$ cat config.mk
export PLATFORM = sky130hd
export DESIGN_NAME = crf_readback_framer
export DESIGN_NICKNAME = d
export VERILOG_FILES = /design/src/verilog/crf_readback_framer.v
export VERILOG_INCLUDE_DIRS = /design/src /design/src/verilog
export SDC_FILE = /design/constraint.sdc
export NUM_CORES = 1
export LEC_CHECK = 0
export BUFFER_PORTS_ARGS = -buffer_cell sky130_fd_sc_hd__buf_2
export CAP_MARGIN = 25
export CORE_MARGIN = 4
export CORE_UTILIZATION = 60
export DETAILED_ROUTE_END_ITERATION = 7
export GPL_TIMING_DRIVEN = 0
export PLACE_DENSITY = 0.8
export SYNTH_ARGS = -nofsm -noshare
export SYNTH_HDL_FRONTEND = slang
export SYNTH_SLANG_ARGS = --single-unit
$ cat constraint.sdc
create_clock -name i_clk -period 10.7 [get_ports i_clk]
set_clock_uncertainty 0.15 [all_clocks]
set_input_delay 2.14 -clock i_clk [delete_from_list [all_inputs] [get_ports i_clk]]
set_output_delay 2.14 -clock i_clk [all_outputs]
set_load 0.02 [all_outputs]
$ cat src/verilog/crf_defs.vh
`ifndef CRF_DEFS_VH
`define CRF_DEFS_VH

// ----------------------------------------------------------------------
// read opcodes
// ----------------------------------------------------------------------
`define CRF_OP_READ_MAIN_A   8'h12
`define CRF_OP_READ_MAIN_B   8'h13
`define CRF_OP_READ_AUX_A    8'h14
`define CRF_OP_READ_AUX_B    8'h15

// ----------------------------------------------------------------------
// interface configuration register (address 02h) layout
// ----------------------------------------------------------------------
`define CRF_CFG_ADDR         8'h02
`define CRF_CFG_STATUS_BIT   2
`define CRF_CFG_INTEG_HI     1
`define CRF_CFG_INTEG_LO     0
`define CRF_INTEG_OFF        2'h0
`define CRF_INTEG_CHECKSUM   2'h1
`define CRF_INTEG_CRC        2'h2

// ----------------------------------------------------------------------
// status byte field positions
// ----------------------------------------------------------------------
`define CRF_ST_AUX_NEW       7
`define CRF_ST_MAIN_NEW      6
`define CRF_ST_EXT_CLK       5
`define CRF_ST_LOW_REF       4
`define CRF_ST_AMP_LOW       3
`define CRF_ST_AMP_HIGH      2
`define CRF_ST_AMP_DIFF      1
`define CRF_ST_RESET         0

// ----------------------------------------------------------------------
// integrity byte constants and frame sizes
// ----------------------------------------------------------------------
`define CRF_CHK_OFFSET       8'h9b
`define CRF_CRC_POLY         8'h07
`define CRF_PAD_BYTE         8'h00
`define CRF_MAIN_BITS        32
`define CRF_AUX_BITS         24
`define CRF_DATA_BYTES       3'h4
`define CRF_CMD_BITS         4'h8

`endif

$ cat src/verilog/crf_readback_framer.v
`timescale 1ns/10ps
`include "crf_defs.vh"

module crf_readback_framer #(
  parameter FIFO_WIDTH = 8,
  parameter FIFO_DEPTH = 2,
  parameter FIFO_PTR_W = 1
) (
  input  wire        i_clk,
  input  wire        i_sys_rst,
  input  wire        i_sclk,
  input  wire        i_cs_n,
  input  wire        i_din,
  output wire        o_serial_out_with_ready,
  output wire        o_serial_out_oe_n,
  output wire        o_conversion_ready_n,
  input  wire [31:0] i_main_data,
  input  wire        i_main_valid,
  input  wire [23:0] i_aux_data,
  input  wire        i_aux_valid,
  input  wire        i_conv_start,
  input  wire        i_pulse_mode,
  input  wire [7:0]  i_interface_cfg,
  input  wire        i_external_clock_flag,
  input  wire        i_low_reference_flag,
  input  wire        i_amp_output_low_flag,
  input  wire        i_amp_output_high_flag,
  input  wire        i_amp_diff_range_flag,
  input  wire        i_reset_flag,
  output wire        o_read_active
);

  // ----------------------------------------------------------------------
  // crc over a 32-bit word (low byte skipped for aux), msb first, zero initial value
  // ----------------------------------------------------------------------
  function [7:0] crf_crc32;
    input [31:0] word;
    input        aux;
    reg   [7:0]  crc;
    reg          fb;
    integer      i;
    begin
      crc = 8'h00;
      for (i = 31; i >= 0; i = i - 1) begin
        if (!(aux && i < 8)) begin
          fb  = crc[7] ^ word[i];
          crc = {crc[6:0], 1'b0} ^ (fb ? `CRF_CRC_POLY : 8'h00);
        end
      end
      crf_crc32 = crc;
    end
  endfunction

  // ----------------------------------------------------------------------
  // pin synchronisers and sclk edge detect
  // ----------------------------------------------------------------------
  reg [2:0] sclk_q;
  reg [1:0] cs_n_q;
  reg [1:0] din_q;
  wire      sclk_rise = sclk_q[1] & ~sclk_q[2];
  wire      sclk_fall = ~sclk_q[1] & sclk_q[2];
  wire      cs_low    = ~cs_n_q[1];

  // two flops per pin, third sclk flop only for edge finding
  always @(posedge i_clk or posedge i_sys_rst) begin
    if (i_sys_rst) begin
      sclk_q <= 3'h0;
      cs_n_q <= 2'h3;
      din_q  <= 2'h0;
    end else begin
      sclk_q <= {sclk_q[1:0], i_sclk};
      cs_n_q <= {cs_n_q[0], i_cs_n};
      din_q  <= {din_q[0], i_din};
    end
  end

  // ----------------------------------------------------------------------
  // holding registers and new-data flags
  // ----------------------------------------------------------------------
  reg  [31:0] main_hold_q;
  reg  [23:0] aux_hold_q;
  reg         main_new_q;
  reg         aux_new_q;
  reg         reading_q;
  reg         read_aux_q;
  wire        read_done;

  // hold latest results; set wins over clear on completion
  always @(posedge i_clk or posedge i_sys_rst) begin
    if (i_sys_rst) begin
      main_hold_q <= 32'h0000_0000;
      aux_hold_q  <= 24'h00_0000;
      main_new_q  <= 1'b0;
      aux_new_q   <= 1'b0;
    end else begin
      if (i_main_valid)
        main_hold_q <= i_main_data;
      if (i_aux_valid)
        aux_hold_q <= i_aux_data;
      if (i_main_valid)
        main_new_q <= 1'b1;
      else if (read_done && !read_aux_q)
        main_new_q <= 1'b0;
      if (i_aux_valid)
        aux_new_q <= 1'b1;
      else if (read_done && read_aux_q)
        aux_new_q <= 1'b0;
    end
  end

  // ----------------------------------------------------------------------
  // command receiver
  // ----------------------------------------------------------------------
  reg  [7:0] cmd_q;
  reg  [3:0] cmd_cnt_q;
  wire [7:0] cmd_next  = {cmd_q[6:0], din_q[1]};
  wire       cmd_last  = sclk_fall && cs_low && !reading_q && (cmd_cnt_q == `CRF_CMD_BITS - 4'h1);
  wire       hit_main  = (cmd_next == `CRF_OP_READ_MAIN_A) || (cmd_next == `CRF_OP_READ_MAIN_B);
  wire       hit_aux   = (cmd_next == `CRF_OP_READ_AUX_A) || (cmd_next == `CRF_OP_READ_AUX_B);
  wire       start_rd  = cmd_last && (hit_main || hit_aux);

  // shift opcode bits on sclk fall, frozen while a read runs
  always @(posedge i_clk or posedge i_sys_rst) begin
    if (i_sys_rst) begin
      cmd_q     <= 8'h00;
      cmd_cnt_q <= 4'h0;
    end else if (!cs_low) begin
      cmd_cnt_q <= 4'h0;
    end else if (sclk_fall && !reading_q) begin
      cmd_q     <= cmd_next;
      cmd_cnt_q <= cmd_last ? 4'h0 : cmd_cnt_q + 4'h1;
    end
  end

  // ----------------------------------------------------------------------
  // frame snapshot taken when the read command decodes
  // ----------------------------------------------------------------------
  reg  [31:0] snap_q;
  reg  [7:0]  status_q;
  reg  [7:0]  integ_q;
  reg         st_en_q;
  reg         integ_en_q;
  reg  [2:0]  frame_len_q;
  wire [1:0]  integ_mode = i_interface_cfg[`CRF_CFG_INTEG_HI:`CRF_CFG_INTEG_LO];
  wire        st_en      = i_interface_cfg[`CRF_CFG_STATUS_BIT];
  wire [31:0] snap_word  = hit_aux ? {aux_hold_q, `CRF_PAD_BYTE} : main_hold_q;
  wire [7:0]  sum3       = snap_word[31:24] + snap_word[23:16] + snap_word[15:8];
  wire [7:0]  chk_val    = sum3 + (hit_aux ? 8'h00 : snap_word[7:0]) + `CRF_CHK_OFFSET;
  wire [7:0]  crc_val    = crf_crc32(snap_word, hit_aux);
  wire        integ_en   = (integ_mode == `CRF_INTEG_CHECKSUM) || (integ_mode == `CRF_INTEG_CRC);
  wire [7:0]  status_now;

  assign status_now[`CRF_ST_AUX_NEW]  = aux_new_q;
  assign status_now[`CRF_ST_MAIN_NEW] = main_new_q;
  assign status_now[`CRF_ST_EXT_CLK]  = i_external_clock_flag;
  assign status_now[`CRF_ST_LOW_REF]  = i_low_reference_flag;
  assign status_now[`CRF_ST_AMP_LOW]  = i_amp_output_low_flag;
  assign status_now[`CRF_ST_AMP_HIGH] = i_amp_output_high_flag;
  assign status_now[`CRF_ST_AMP_DIFF] = i_amp_diff_range_flag;
  assign status_now[`CRF_ST_RESET]    = i_reset_flag;

  // capture data, status and integrity so the frame stays coherent
  always @(posedge i_clk or posedge i_sys_rst) begin
    if (i_sys_rst) begin
      snap_q      <= 32'h0000_0000;
      status_q    <= 8'h00;
      integ_q     <= 8'h00;
      st_en_q     <= 1'b0;
      integ_en_q  <= 1'b0;
      frame_len_q <= 3'h0;
      read_aux_q  <= 1'b0;
    end else if (start_rd) begin
      snap_q      <= snap_word;
      status_q    <= status_now;
      integ_q     <= (integ_mode == `CRF_INTEG_CRC) ? crc_val : chk_val;
      st_en_q     <= st_en;
      integ_en_q  <= integ_en;
      frame_len_q <= `CRF_DATA_BYTES + {2'h0, st_en} + {2'h0, integ_en};
      read_aux_q  <= hit_aux;
    end
  end

  // ----------------------------------------------------------------------
  // byte framer: pushes the sequence into the buffer
  // ----------------------------------------------------------------------
  reg  [2:0] push_idx_q;
  reg  [7:0] frame_byte;
  wire [2:0] slot      = push_idx_q + {2'h0, ~st_en_q};
  wire       fifo_in_ready;
  wire       fifo_in_valid = reading_q && (push_idx_q < frame_len_q);

  // select byte by logical slot: status, four data bytes, integrity
  always @* begin
    case (slot)
      3'h0:    frame_byte = status_q;
      3'h1:    frame_byte = snap_q[31:24];
      3'h2:    frame_byte = snap_q[23:16];
      3'h3:    frame_byte = snap_q[15:8];
      3'h4:    frame_byte = snap_q[7:0];                  // pad for aux
      3'h5:    frame_byte = integ_en_q ? integ_q : 8'h00;
      default: frame_byte = 8'h00;
    endcase
  end

  // advance only when the buffer accepts, so a stall loses nothing
  always @(posedge i_clk or posedge i_sys_rst) begin
    if (i_sys_rst)
      push_idx_q <= 3'h0;
    else if (start_rd || !reading_q)
      push_idx_q <= 3'h0;
    else if (fifo_in_valid && fifo_in_ready)
      push_idx_q <= push_idx_q + 3'h1;
  end

  // ----------------------------------------------------------------------
  // two-entry byte buffer
  // ----------------------------------------------------------------------
  reg  [FIFO_WIDTH-1:0] fifo_mem [0:FIFO_DEPTH-1];
  reg  [FIFO_PTR_W-1:0] wr_ptr_q;
  reg  [FIFO_PTR_W-1:0] rd_ptr_q;
  reg  [FIFO_PTR_W:0]   fill_q;
  wire                  fifo_out_valid = (fill_q != {(FIFO_PTR_W+1){1'b0}});
  wire                  fifo_out_ready;
  wire [FIFO_WIDTH-1:0] fifo_out_data  = fifo_mem[rd_ptr_q];
  wire                  fifo_wr        = fifo_in_valid && fifo_in_ready;
  wire                  fifo_rd        = fifo_out_valid && fifo_out_ready;
  wire                  fifo_flush     = !reading_q;
  integer               k;

  assign fifo_in_ready = (fill_q != FIFO_DEPTH[FIFO_PTR_W:0]);

  // pointers wrap at the depth; flushed whenever no read runs
  always @(posedge i_clk or posedge i_sys_rst) begin
    if (i_sys_rst) begin
      wr_ptr_q <= {FIFO_PTR_W{1'b0}};
      rd_ptr_q <= {FIFO_PTR_W{1'b0}};
      fill_q   <= {(FIFO_PTR_W+1){1'b0}};
      for (k = 0; k < FIFO_DEPTH; k = k + 1)
        fifo_mem[k] <= {FIFO_WIDTH{1'b0}};
    end else if (fifo_flush) begin
      wr_ptr_q <= {FIFO_PTR_W{1'b0}};
      rd_ptr_q <= {FIFO_PTR_W{1'b0}};
      fill_q   <= {(FIFO_PTR_W+1){1'b0}};
    end else begin
      if (fifo_wr) begin
        fifo_mem[wr_ptr_q] <= frame_byte;
        wr_ptr_q <= (wr_ptr_q == FIFO_DEPTH[FIFO_PTR_W-1:0] - 1'b1) ? {FIFO_PTR_W{1'b0}} : wr_ptr_q + 1'b1;
      end
      if (fifo_rd)
        rd_ptr_q <= (rd_ptr_q == FIFO_DEPTH[FIFO_PTR_W-1:0] - 1'b1) ? {FIFO_PTR_W{1'b0}} : rd_ptr_q + 1'b1;
      if (fifo_wr && !fifo_rd)
        fill_q <= fill_q + 1'b1;
      else if (fifo_rd && !fifo_wr)
        fill_q <= fill_q - 1'b1;
    end
  end

  // ----------------------------------------------------------------------
  // serialiser: rise shifts out, fall counts delivered bits
  // ----------------------------------------------------------------------
  reg  [7:0] out_shift_q;
  reg  [2:0] bit_cnt_q;
  reg  [5:0] falls_q;
  reg        out_bit_q;
  wire [5:0] frame_bits = {frame_len_q, 3'h0};

  assign fifo_out_ready = reading_q && sclk_rise && (bit_cnt_q == 3'h0);
  assign read_done      = reading_q && cs_low && sclk_fall && (falls_q == frame_bits - 6'h1);

  // one byte loaded per eight rises; msb leaves on the first rise
  always @(posedge i_clk or posedge i_sys_rst) begin
    if (i_sys_rst) begin
      reading_q   <= 1'b0;
      out_shift_q <= 8'h00;
      bit_cnt_q   <= 3'h0;
      falls_q     <= 6'h00;
      out_bit_q   <= 1'b0;
    end else if (!cs_low) begin
      reading_q <= 1'b0;                          // chip select high aborts
      bit_cnt_q <= 3'h0;
      falls_q   <= 6'h00;
      out_bit_q <= 1'b0;
    end else if (start_rd) begin
      reading_q <= 1'b1;
      bit_cnt_q <= 3'h0;
      falls_q   <= 6'h00;
    end else if (reading_q) begin
      if (sclk_rise) begin
        if (bit_cnt_q == 3'h0) begin
          out_bit_q   <= fifo_out_valid ? fifo_out_data[7] : 1'b0;
          out_shift_q <= fifo_out_valid ? {fifo_out_data[6:0], 1'b0} : 8'h00;
        end else begin
          out_bit_q   <= out_shift_q[7];
          out_shift_q <= {out_shift_q[6:0], 1'b0};
        end
        bit_cnt_q <= bit_cnt_q + 3'h1;
      end
      if (sclk_fall) begin
        falls_q <= falls_q + 6'h1;
        if (read_done) begin
          reading_q <= 1'b0;                      // one frame per command
          out_bit_q <= 1'b0;
        end
      end
    end
  end

  // ----------------------------------------------------------------------
  // conversion ready output
  // ----------------------------------------------------------------------
  reg ready_n_q;
  wire opcode_first_fall = sclk_fall && cs_low && !reading_q && (cmd_cnt_q == 4'h0);

  // falls with new main data, rises per conversion mode
  always @(posedge i_clk or posedge i_sys_rst) begin
    if (i_sys_rst)
      ready_n_q <= 1'b1;
    else if (i_main_valid)
      ready_n_q <= 1'b0;
    else if (i_pulse_mode && i_conv_start)
      ready_n_q <= 1'b1;
    else if (!i_pulse_mode && opcode_first_fall)
      ready_n_q <= 1'b1;
  end

  // ----------------------------------------------------------------------
  // pin drive
  // ----------------------------------------------------------------------
  assign o_conversion_ready_n    = ready_n_q;
  assign o_serial_out_with_ready = reading_q ? out_bit_q : ready_n_q;
  assign o_serial_out_oe_n       = ~cs_low;
  assign o_read_active           = reading_q;

endmodule // crf_readback_framer

== After elaboration in Yosys (flattened, before gate mapping) ==
Index checks and enable logic that the tools add are counted.

* Flip-flop bits (word level): 173
* Input port bits: 79
* Output and inout port bits: 4
* Word-level logic and storage cells: 283

* Add/sub/neg operators: 16
* Magnitude comparators: 4
* Equal/unequal tests: 18
* Muxes and demuxes: 96
* Bitwise operators: 71
* Reductions and logical operators: 50

{| class="wikitable"
|+ Operators by type and width
! cell !! number
|-
| 8-bit by 3-bit XOR with 8-bit output || 27
|-
| 8-bit two-way mux || 17
|-
| 3-bit two-way mux || 38
|-
| 8-bit one-hot mux with 6 select lines || 1
|-
| 8-bit by 5-bit equality test with 1-bit output (second input constant) || 4
|-
| 32-bit two-way mux || 1
|-
| 1-bit two-way mux || 27
|-
| 1-bit XOR || 26
|-
| 8-bit adder || 3
|-
| 6-bit two-way mux || 4
|-
| 1-bit logical AND || 21
|-
| 16-bit bitwise mux || 1
|-
| 4-bit two-way mux || 3
|-
| 2-bit nonzero test || 6
|-
| 3-bit nonzero test || 4
|-
| 2-bit AND reduction || 5
|-
| 8-bit adder (second input constant) || 1
|-
| 8-bit demux with 1-bit select || 1
|-
| 7-bit by 3-bit XOR with 7-bit output || 1
|-
| 3-bit by 1-bit adder with 3-bit output || 2
|-
| 3-bit by 1-bit adder with 3-bit output (second input constant) || 2
|-
| 6-bit by 1-bit adder with 6-bit output (second input constant) || 1
|-
| 3-bit by 2-bit equality test with 1-bit output (second input constant) || 2
|-
| 3-bit equality test (second input constant) || 2
|-
| other kinds (30) || 55
|}

== Logic depth before layout (Yosys ltp) ==
Gate-level depths: netlist of the first run.

* Depth in word-level cells: 97
* Depth in mapped cells: 23
* Depth with buffers taken out: 21

== Least setup slack after synthesis of the first run ==
OpenSTA, ideal clock, no wires.

* Path kind: register to register
* Start: reg cmd_q[6]
* End: reg integ_q[7]
* Library setup time: 137 ps
* Arrival time: 4505 ps
* Data required time: 10413 ps
* Slack: 5908 ps
* Stages on the path, launching flop included: 20
* Buffers on the path: 2
* Period minus slack after synthesis: 4792 ps
* Cells stage by stage: dfrtp_1 -> or3_1 -> nor2_2 -> clkbuf_1 -> buf_1 -> nand2_1 -> nand2_1 -> fa_1 -> fa_1 -> fa_1 -> ha_1 -> nor2b_1 -> o21ai_0 -> nand2b_1 -> a21o_1 -> a21oi_1 -> xnor2_1 -> nor2_1 -> a21oi_1 -> a21oi_1

* Elaborated cells between the ends (all ways): 107
* Classes of those cells: add/sub (4); eq/ne (4); mux (38); bitwise (57); reduce/logical (4)

{| class="wikitable"
|+ RTL lines
! element !! line !! source
|-
| start, declared || crf_readback_framer.v:114 || <nowiki>reg [7:0] cmd_q;</nowiki>
|-
| start signal, assigned || crf_readback_framer.v:130 || <nowiki>cmd_q <= cmd_next;</nowiki>
|-
| 8-bit by 5-bit equality test with 1-bit output (no source line) || -- ||
|-
| 1-bit logical OR * || crf_readback_framer.v:119 || <nowiki>wire hit_aux = (cmd_next == `CRF_OP_READ_AUX_A) || (cmd_next == `CRF_OP_READ_AUX_B);</nowiki>
|-
| 32-bit two-way mux * || crf_readback_framer.v:146 || <nowiki>wire [31:0] snap_word = hit_aux ? {aux_hold_q, `CRF_PAD_BYTE} : main_hold_q;</nowiki>
|-
| net snap_word[18] || crf_readback_framer.v:146 ||
|-
| 1-bit XOR || crf_readback_framer.v:46 || <nowiki>fb = crc[7] ^ word[i];</nowiki>
|-
| 3-bit two-way mux || crf_readback_framer.v:47 || <nowiki>crc = {crc[6:0], 1'b0} ^ (fb ? `CRF_CRC_POLY : 8'h00);</nowiki>
|-
| 8-bit by 3-bit XOR with 8-bit output (6 in series) || crf_readback_framer.v:47 ||
|-
| 1-bit XOR or 8-bit by 3-bit XOR with 8-bit output (tied branches) || crf_readback_framer.v:46, crf_readback_framer.v:47 ||
|-
| (+17 left out) || -- ||
|-
| 8-bit two-way mux || crf_readback_framer.v:45 || <nowiki>if (!(aux && i < 8)) begin</nowiki>
|-
| 8-bit by 3-bit XOR with 8-bit output || crf_readback_framer.v:47 ||
|-
| 8-bit two-way mux || crf_readback_framer.v:45 ||
|-
| 8-bit by 3-bit XOR with 8-bit output || crf_readback_framer.v:47 ||
|-
| 8-bit two-way mux || crf_readback_framer.v:45 ||
|-
| 8-bit by 3-bit XOR with 8-bit output || crf_readback_framer.v:47 ||
|-
| 8-bit two-way mux || crf_readback_framer.v:45 ||
|-
| 8-bit two-way mux * || crf_readback_framer.v:175 || <nowiki>integ_q <= (integ_mode == `CRF_INTEG_CRC) ? crc_val : chk_val;</nowiki>
|-
| end signal, assigned || crf_readback_framer.v:175 ||
|-
| end, declared || crf_readback_framer.v:140 || <nowiki>reg [7:0] integ_q;</nowiki>
|}

The timed path passes the listed nets; every way through them passes the cells marked *.
A chain may end at the register's enable or synchronous reset.

== Final worst setup path of the first run ==
* Start: reg cmd_q[6]
* End: reg integ_q[7]

* Cells in the longest elaborated chain, start to end: 53
* Elaborated cells between the ends (all ways): 107
* Classes of those cells: add/sub (4); eq/ne (4); mux (38); bitwise (57); reduce/logical (4)

{| class="wikitable"
|+ Ends and longest elaborated chain
! element !! line
|-
| 8-bit by 5-bit equality test with 1-bit output (no source line) || --
|-
| 1-bit logical OR || crf_readback_framer.v:119
|-
| 32-bit two-way mux || crf_readback_framer.v:146
|-
| 1-bit XOR || crf_readback_framer.v:46
|-
| 3-bit two-way mux || crf_readback_framer.v:47
|-
| 4-bit by 3-bit XOR with 4-bit output || crf_readback_framer.v:47
|-
| 5-bit by 3-bit XOR with 5-bit output || crf_readback_framer.v:47
|-
| 6-bit by 3-bit XOR with 6-bit output || crf_readback_framer.v:47
|-
| (+37 left out) || --
|-
| 8-bit two-way mux || crf_readback_framer.v:45
|-
| 8-bit by 3-bit XOR with 8-bit output || crf_readback_framer.v:47
|-
| 8-bit two-way mux || crf_readback_framer.v:45
|-
| 8-bit by 3-bit XOR with 8-bit output || crf_readback_framer.v:47
|-
| 8-bit two-way mux || crf_readback_framer.v:45
|-
| 8-bit by 3-bit XOR with 8-bit output || crf_readback_framer.v:47
|-
| 8-bit two-way mux || crf_readback_framer.v:45
|-
| 8-bit two-way mux || crf_readback_framer.v:175
|}

Several ways; a longest one is shown, not always the timed one.

==> flow_metrics.py, run 1 <==
metrics = {
    "pwr": {
        "clkPwrFrac_pct": 22.8,
        "power_leakage_nw": 5.48,
        "p_per_area_nw_per_um2": 228,
        "p_sw_share_pct": 36.0,
        "total_power_w": 0.00260,
        "p_switching_w": 0.000936,
        "peakVddDrop_uv": 154,
        "p_int_w": 0.00166,
        "power_frac_comb_pct": 49.5,
        "p_seq_share_pct": 27.7,
    },
    "timing": {
        "hold_viol": 0,
        "slew_violations": 0,
        "finalSetupViolCount": 0,
        "fin_crit_ps": 5850,
        "fin_setup_tns_ps": 0,
        "worst_slew_pin_slew_ps": 1030,
        "min_period_over_period_pct": 54.6,
        "slew_headroom_pct": 31.1,
        "fmax_mhz": 171,
        "rsz0062_at_grt": "false",
    },
    "worst_setup_path": {
        "cp_common_cell": "inv_1",
        "critPathTopFamily": "adder cells",
        "path_cells": "nor3_1 > nand2_1 > buf_2 > buf_1 > mux2i_1 > ha_1 > inv_1 > fa_1 > inv_1 > fa_1 > inv_1 > ha_1 > inv_1 > fa_1 > nor2b_1 > o21ai_0 > nand2b_1 > a21o_1 > a21oi_1 > xnor2_1 > nor2_1 > a21oi_1 > a21oi_1",
        "end_kind": "register",
        "rrSetupSlack_ps": 4850,
        "critPathBufInv": 6,
        "ff2ff_path_depth": 23,
        "reg2reg_from": "cmd_q[6]",
        "rr_endpoint": "integ_q[7]",
        "worstSetupPathType": "register to register",
        "cp-start-kind": "register",
        "max_stage_delay_ps": 510,
        "worstPathMaxFanout": 10,
        "cp.required_ps": 10850,
        "startpoint": "cmd_q[6]",
        "crit_arrival_ps": 6000,
        "slowest_stage": "nor3_1",
    },
    "clock_tree": {
        "post_cts_resized": 0,
        "worstSkewPairLatency_ps": 440,
        "numCtsBuffers": 17,
        "cts_tree": "built",
        "path_clk_slew_ps": 60,
        "cts_hold_buf": 0,
        "postCtsSetupBuffers": 0,
        "root_buffer": "clkbuf_16",
        "cts_sinks": 172,
        "ctsHtreeMaxLevel": 4,
        "clk_path_buf_depth": 2,
    },
    "synthesis": {
        "ys_warn_count": 0,
        "synth_edf_count": 0,
        "async_flop_share_pct": 100,
        "synth-seq-cells": 172,
        "ys.flop_type": "dfrtp_1",
        "yosys.area.top_type": "dfrtp_1",
        "synth_area_leaders": "dfrtp_1 (42%), mux2_2 (9.3%), xnor3_1 (7.1%), nand2_1 (5.8%), xnor2_1 (5.6%)",
        "synthCells": 932,
        "synth_area_um2": 10200,
        "syn_nets": 1052,
        "syn_area_per_cell_um2": 10.9,
        "synth_cell_types": 53,
        "synth_seq_area_share_pct": 42.4,
        "synth_top_cell_area_share_pct": 41.6,
    },
    "routing": {
        "vias": 7150,
        "drt_first_pass_iters": 6,
        "drc": 0,
        "wl_mm": 24.2,
        "drt-initial-drc-count": 457,
        "via_per_inst": 5.67,
        "wl_per_cell_um": 19.2,
        "ant_nets": 0,
    },
    "cells_and_area": {
        "num_antenna_cells": 0,
        "nets": 1148,
        "fillers": 1225,
        "register_area_um2": 4310,
        "layout-drive-gt1-share_pct": 20.8,
        "final_area_um2": 11400,
        "multi_input_comb_area_um2": 5570,
        "syn_to_final_growth_pct": 12.3,
    },
    "floorplanning": {
        "fp.dieW_um": 138,
        "rows": 47,
        "die_h_um": 138,
        "start_util_pct": 61.3,
        "coreArea_um2": 16600,
        "dieArea_um2": 19100,
        "io_pins": 83,
    },
    "worst_hold_path": {
        "worstHoldStart": "din_q[0]",
        "min_to": "din_q[1]",
        "min_path_type": "register to register",
        "holdPathStages": 0,
    },
    "global_route": {
        "grt_first_pass_wirelength_mm": 39.1,
        "antenna_found_initial": 0,
        "grt-ovfl-total": 0,
        "grt_pass1_vias": 7354,
        "grt_start_max_net_pins": 105,
        "gr-usage-all-layers_pct": 25.9,
    },
    "placed_design": {
        "place_congestion": 0.936,
        "dp_hpwl_mm": 18.1,
        "dpl-instance-area_um2": 10900,
        "io_buffers": 75,
    },
    "run_status": {
        "outcome": "finished clean",
    },
    "job": {
        "max_cap_violations": 0,
    },
}
per-stage QoR:
step / util, % / setup slack (ps) / instances / hold slack, ps
2_1_floorplan: - / 3750 / 932 / 181
3_3_place_gp: 65.2 / 1970 / 1227 / 186
3_5_place_dp: 65.5 / 5050 / 1229 / 197
4_1_cts: 68.8 / 5000 / 1261 / 208
5_1_grt: 68.8 / 4690 / 1261 / 210
6_report: 68.8 / 4850 / 1261 / 207
synth_stat cells, types with 9 or more instances:
master    instances
dfrtp_1         169
nand2_1         157
mux2_2           84
xnor2_1          65
o21ai_0          51
a21oi_1          42
nor2_1           42
xor2_1           36
clkbuf_1         34
xnor3_1          32
mux2i_1          29
ha_1             28
inv_1            28
nand3_1          18
fa_1             13
and2_1           10
nand2b_1          9
worst max-delay path by stage:
stage | to | slack [ps] | cells after the start
after CTS | integ_q[7] | 5000 | 23
after global placement | main_hold_q[6] | 1970 | 2
after detailed placement | integ_q[7] | 5050 | 23
after floorplan | aux_hold_q[0] | 3750 | 1
final | integ_q[7] | 4850 | 23
after global routing | integ_q[7] | 4690 | 23
layout by cell type (no fill, tap or decap), types with 9 or more instances in the layout:
cell	netlist	layout
dfrtp_1	169	169
nand2_1	157	157
mux2_2	84	84
buf_2	4	79
xnor2_1	65	65
o21ai_0	51	51
nor2_1	42	42
a21oi_1	42	42
clkbuf_1	34	37
xor2_1	36	36
xnor3_1	32	32
mux2i_1	29	29
ha_1	28	28
inv_1	28	27
nand3_1	18	18
clkbuf_16	0	17
fa_1	13	13
and2_1	10	10
nand2b_1	9	9
power groups by stage:
stage | sequential [W] | combinational [W] | clock (W)
5_1_grt | 0.000723 | 0.00137 | 0.000631
3_3_place_gp | 0.000729 | 0.00121 | 0
3_5_place_dp | 0.000730 | 0.00124 | 0
4_1_cts | 0.000718 | 0.00127 | 0.000598
6_report | 0.000720 | 0.00128 | 0.000592
2_1_floorplan | 0.000717 | 0.00101 | 0
final cells by class:
| class | instances | area share [%] |
|---|---|---|
| Multi-Input combinational cell | 688 | 48.8 |
| Sequential cell | 172 | 37.8 |
| Clock buffer | 22 | 4.07 |
| Timing Repair Buffer | 77 | 3.60 |
| Tap cell | 220 | 2.41 |
| Buffer | 44 | 1.59 |
| Inverter | 28 | 0.987 |
| Clock inverter | 10 | 0.800 |
flip-flops by register name, summed over array words and instances, names as in the netlist, 4 cells and up:
register     flops
integ_q          8
main_hold_q     32
out_shift_q      7
cmd_q            7
cmd_cnt_q        4
status_q         8
falls_q          6
aux_hold_q      24
fifo_mem        16
snap_q          32
cell families (layout without fill, tap and decap cells):
logic type | count (synthesis) | count (layout) | synth area share [%]
and+or+nand+nor | 267 | 267 | 11.4
DFF | 172 | 172 | 42.4
xor gates and xnor gates | 142 | 142 | 17.5
AOI/OAI and AO/OA | 119 | 119 | 6.46
muxes | 119 | 119 | 13.4
buffers and inverters | 72 | 181 | 2.82
adders and majority gates | 41 | 41 | 6.01
layer usage:
metal | global-route usage, % | routed length, um | share of wire, % | up-vias
met4 | 9.36 | 737 | 3.0 | 0
met1 | 33.3 | 10300 | 42 | 3554
met2 | 44.1 | 12100 | 50 | 216
li1 | - | - | - | 3328
met3 | 5.15 | 1110 | 4.6 | 52
met5 | 0 | 0 | 0 | -
Power figures use the tool's default switching activity.
==> run 2, diff against run 1 <==
==> constraint.sdc (replaced) <==
create_clock -name i_clk -period 5.6 [get_ports i_clk]
set_clock_uncertainty 0.15 [all_clocks]
set_input_delay 1.12 -clock i_clk [delete_from_list [all_inputs] [get_ports i_clk]]
set_output_delay 1.12 -clock i_clk [all_outputs]
set_load 0.02 [all_outputs]
==> run 2 against run 1 <==
Net effect:
- first-iteration DRC count shrank 18%
- sequential share of layout area is 0.51 points lower
- critical path depth stayed put
- largest cell class unchanged
- largest power group unchanged
==> flow_metrics.py, run 2 (synthesis results as in run 1) <==
metrics = {
    "worst_setup_path": {
        "cp-start-kind": "register",
        "slowest_stage": "mux2i_1",
        "cp.required_ps": 5750,
        "path_cells": "and4bb_2 > nand2_2 > buf_2 > buf_2 > mux2i_1 > ha_1 > inv_1 > fa_1 > inv_1 > fa_1 > inv_1 > ha_1 > inv_1 > fa_1 > nor2b_1 > o21ai_0 > nand2b_1 > a21o_1 > a21oi_1 > xnor2_1 > nor2_1 > a21oi_1 > a21oi_1",
        "critPathTopFamily": "adder cells",
        "critPathBufInv": 6,
        "cp_common_cell": "inv_1",
        "max_stage_delay_ps": 460,
        "end_kind": "register",
        "crit_arrival_ps": 5520,
        "worstSetupPathType": "register to register",
        "worstPathMaxFanout": 10,
    },
    "cells_and_area": {
        "nets": 1151,
        "largest_registers": "main_hold_q (32), snap_q (32), aux_hold_q (24)",
        "layout-drive-gt1-share_pct": 21.7,
        "register_area_um2": 4310,
        "syn_to_final_growth_pct": 13.8,
        "final_cell_mix": "dfrtp_1 (169), nand2_1 (156), mux2_2 (84)",
        "num_antenna_cells": 0,
        "fillers": 1172,
        "finish.utilization_pct": 69.8,
        "instances_no_fill": 1264,
        "layout_commonest_cell": "dfrtp_1",
        "multi_input_comb_area_um2": 5580,
    },
    "global_route": {
        "grt_first_pass_wirelength_mm": 39.3,
        "gr-usage-all-layers_pct": 25.9,
        "grt_pass1_vias": 7451,
        "grt_start_max_net_pins": 44,
        "grt-ovfl-total": 0,
        "antenna_found_initial": 0,
    },
    "floorplanning": {
        "io_pins": 83,
        "fp.dieW_um": 138,
        "dieArea_um2": 19100,
        "coreArea_um2": 16600,
        "start_util_pct": 61.3,
        "rows": 47,
        "die_h_um": 138,
    },
    "placed_design": {
        "place_congestion": 0.933,
        "dp_hpwl_mm": 18.4,
        "io_buffers": 75,
        "numPlacedInstances": 1232,
    },
    "routing": {
        "ant_nets": 0,
        "drt_first_pass_iters": 5,
        "drt-initial-drc-count": 375,
        "drc": 0,
        "wl_mm": 24.0,
        "via_per_inst": 5.65,
        "dr_wl_met3_mm": 1.39,
        "top_layer": "met4",
        "wl_per_cell_um": 19.0,
        "vias": 7137,
        "routed-wl-met2_mm": 11.9,
        "drt-met1-wl_mm": 9.80,
    },
    "timing": {
        "slew_headroom_pct": 44.2,
        "worst_slew_pin_slew_ps": 838,
        "rsz0062_at_grt": "false",
        "finalSetupViolCount": 0,
        "slew_violations": 0,
        "fmax_mhz": 187,
        "fin_crit_ps": 5360,
        "min_period_over_period_pct": 95.7,
        "hold_viol": 0,
    },
    "clock_tree": {
        "root_buffer": "clkbuf_16",
        "worstSkewPairLatency_ps": 440,
        "numCtsBuffers": 17,
        "cts_hold_buf": 0,
        "clk_path_buf_depth": 2,
        "path_clk_slew_ps": 70,
        "cts_sinks": 172,
        "cts_tree": "built",
        "ctsHtreeMaxLevel": 4,
        "postCtsSetupBuffers": 0,
    },
    "worst_hold_path": {
        "min_path_type": "register to register",
    },
    "pwr": {
        "peakVddDrop_uv": 304,
        "power_leakage_nw": 5.55,
        "p_per_area_nw_per_um2": 440,
    },
    "run_status": {
        "outcome": "finished clean",
    },
    "job": {
        "max_cap_violations": 0,
    },
}
==> run 2: changes by cell type in the layout (fill, tap and decap cells not counted), sizes merged <==
| cell | previous run | this run |
|---|---|---|
| inv | 29 | 31 |
| bufinv | 1 | 4 |
| clkbuf | 56 | 52 |
| buf | 87 | 91 |
| clkinv | 6 | 4 |
==> run 2: final timing paths <==
path | start | endpoint | slack (ps) | cells after the start
setup reg to reg | cmd_q[1] | integ_q[7] | 240 | 23
setup / recovery | cmd_q[1] | integ_q[7] | 240 | 23
hold reg to reg | din_q[0] | din_q[1] | 200 | 0
max in group asynchronous | i_sys_rst | main_hold_q[0] | 3820 | 4
min in group asynchronous | i_sys_rst | falls_q[2] | 590 | 2
hold / removal | din_q[0] | din_q[1] | 200 | 0
==> run 2: per-stage QoR <==
| step | cell area (um2) | setup TNS [ps] | power [W] | hold slack [ps] | setup WS [ps] |
|---|---|---|---|---|---|
| floorplan | 10200 | 0 | 0.00331 | 181 | 808 |
| finish | 11600 | 0 | 0.00509 | 205 | 239 |
| global placement | 10800 | -58.4 | 0.00370 | 186 | -58.4 |
| CTS | 11600 | 0 | 0.00509 | 206 | 62.5 |
| detailed placement | 10900 | -144 | 0.00377 | 192 | -144 |
| global route | 11600 | 0 | 0.00537 | 217 | 20.4 |
==> run 2: final cells by class <==
class	instances	share of cell area, %
Sequential cell	172	37.2
Tap cell	220	2.38
Multi-Input combinational cell	688	48.2
Timing Repair Buffer	81	4.04
Clock inverter	13	1.77
Clock buffer	19	3.83
Inverter	28	0.941
Buffer	43	1.56
==> run 2: timing repair <==
item                                    in CTS  in global routing
endpoints found under the setup margin       2                  2
endpoints found under the hold margin        0                  0
gates resized for setup                      3                  2
pin swaps                                    0                  0
==> run 2: layer usage <==
metal,vias to the layer above,GRT usage (%)
met5,-,0
met4,0,9.98
met3,68,5.80
met2,248,43.9
met1,3475,32.8
li1,3346,-
==> run 2: power by group <==
part / leakage [nW] / switching [W] / total [W] / internal (W)
registers: 2.17 / 0.0000756 / 0.00137 / 0.00130
logic: 3.07 / 0.00118 / 0.00242 / 0.00124
clock network: 0.312 / 0.000527 / 0.00130 / 0.000770
total: 5.55 / 0.00178 / 0.00509 / 0.00331
==> run 2: worst register-to-register path, stage by stage, from the launching register on <==
cell and delay [ps]:
dfrtp_1 430, and4bb_2 290, nand2_2 230, buf_2 270, buf_2 350, mux2i_1 460, ha_1 310, inv_1 70
fa_1 410, inv_1 80, fa_1 420, inv_1 70, ha_1 170, inv_1 60, fa_1 370, nor2b_1 170
o21ai_0 90, nand2b_1 110, a21o_1 130, a21oi_1 70, xnor2_1 150, nor2_1 60, a21oi_1 210, a21oi_1 110
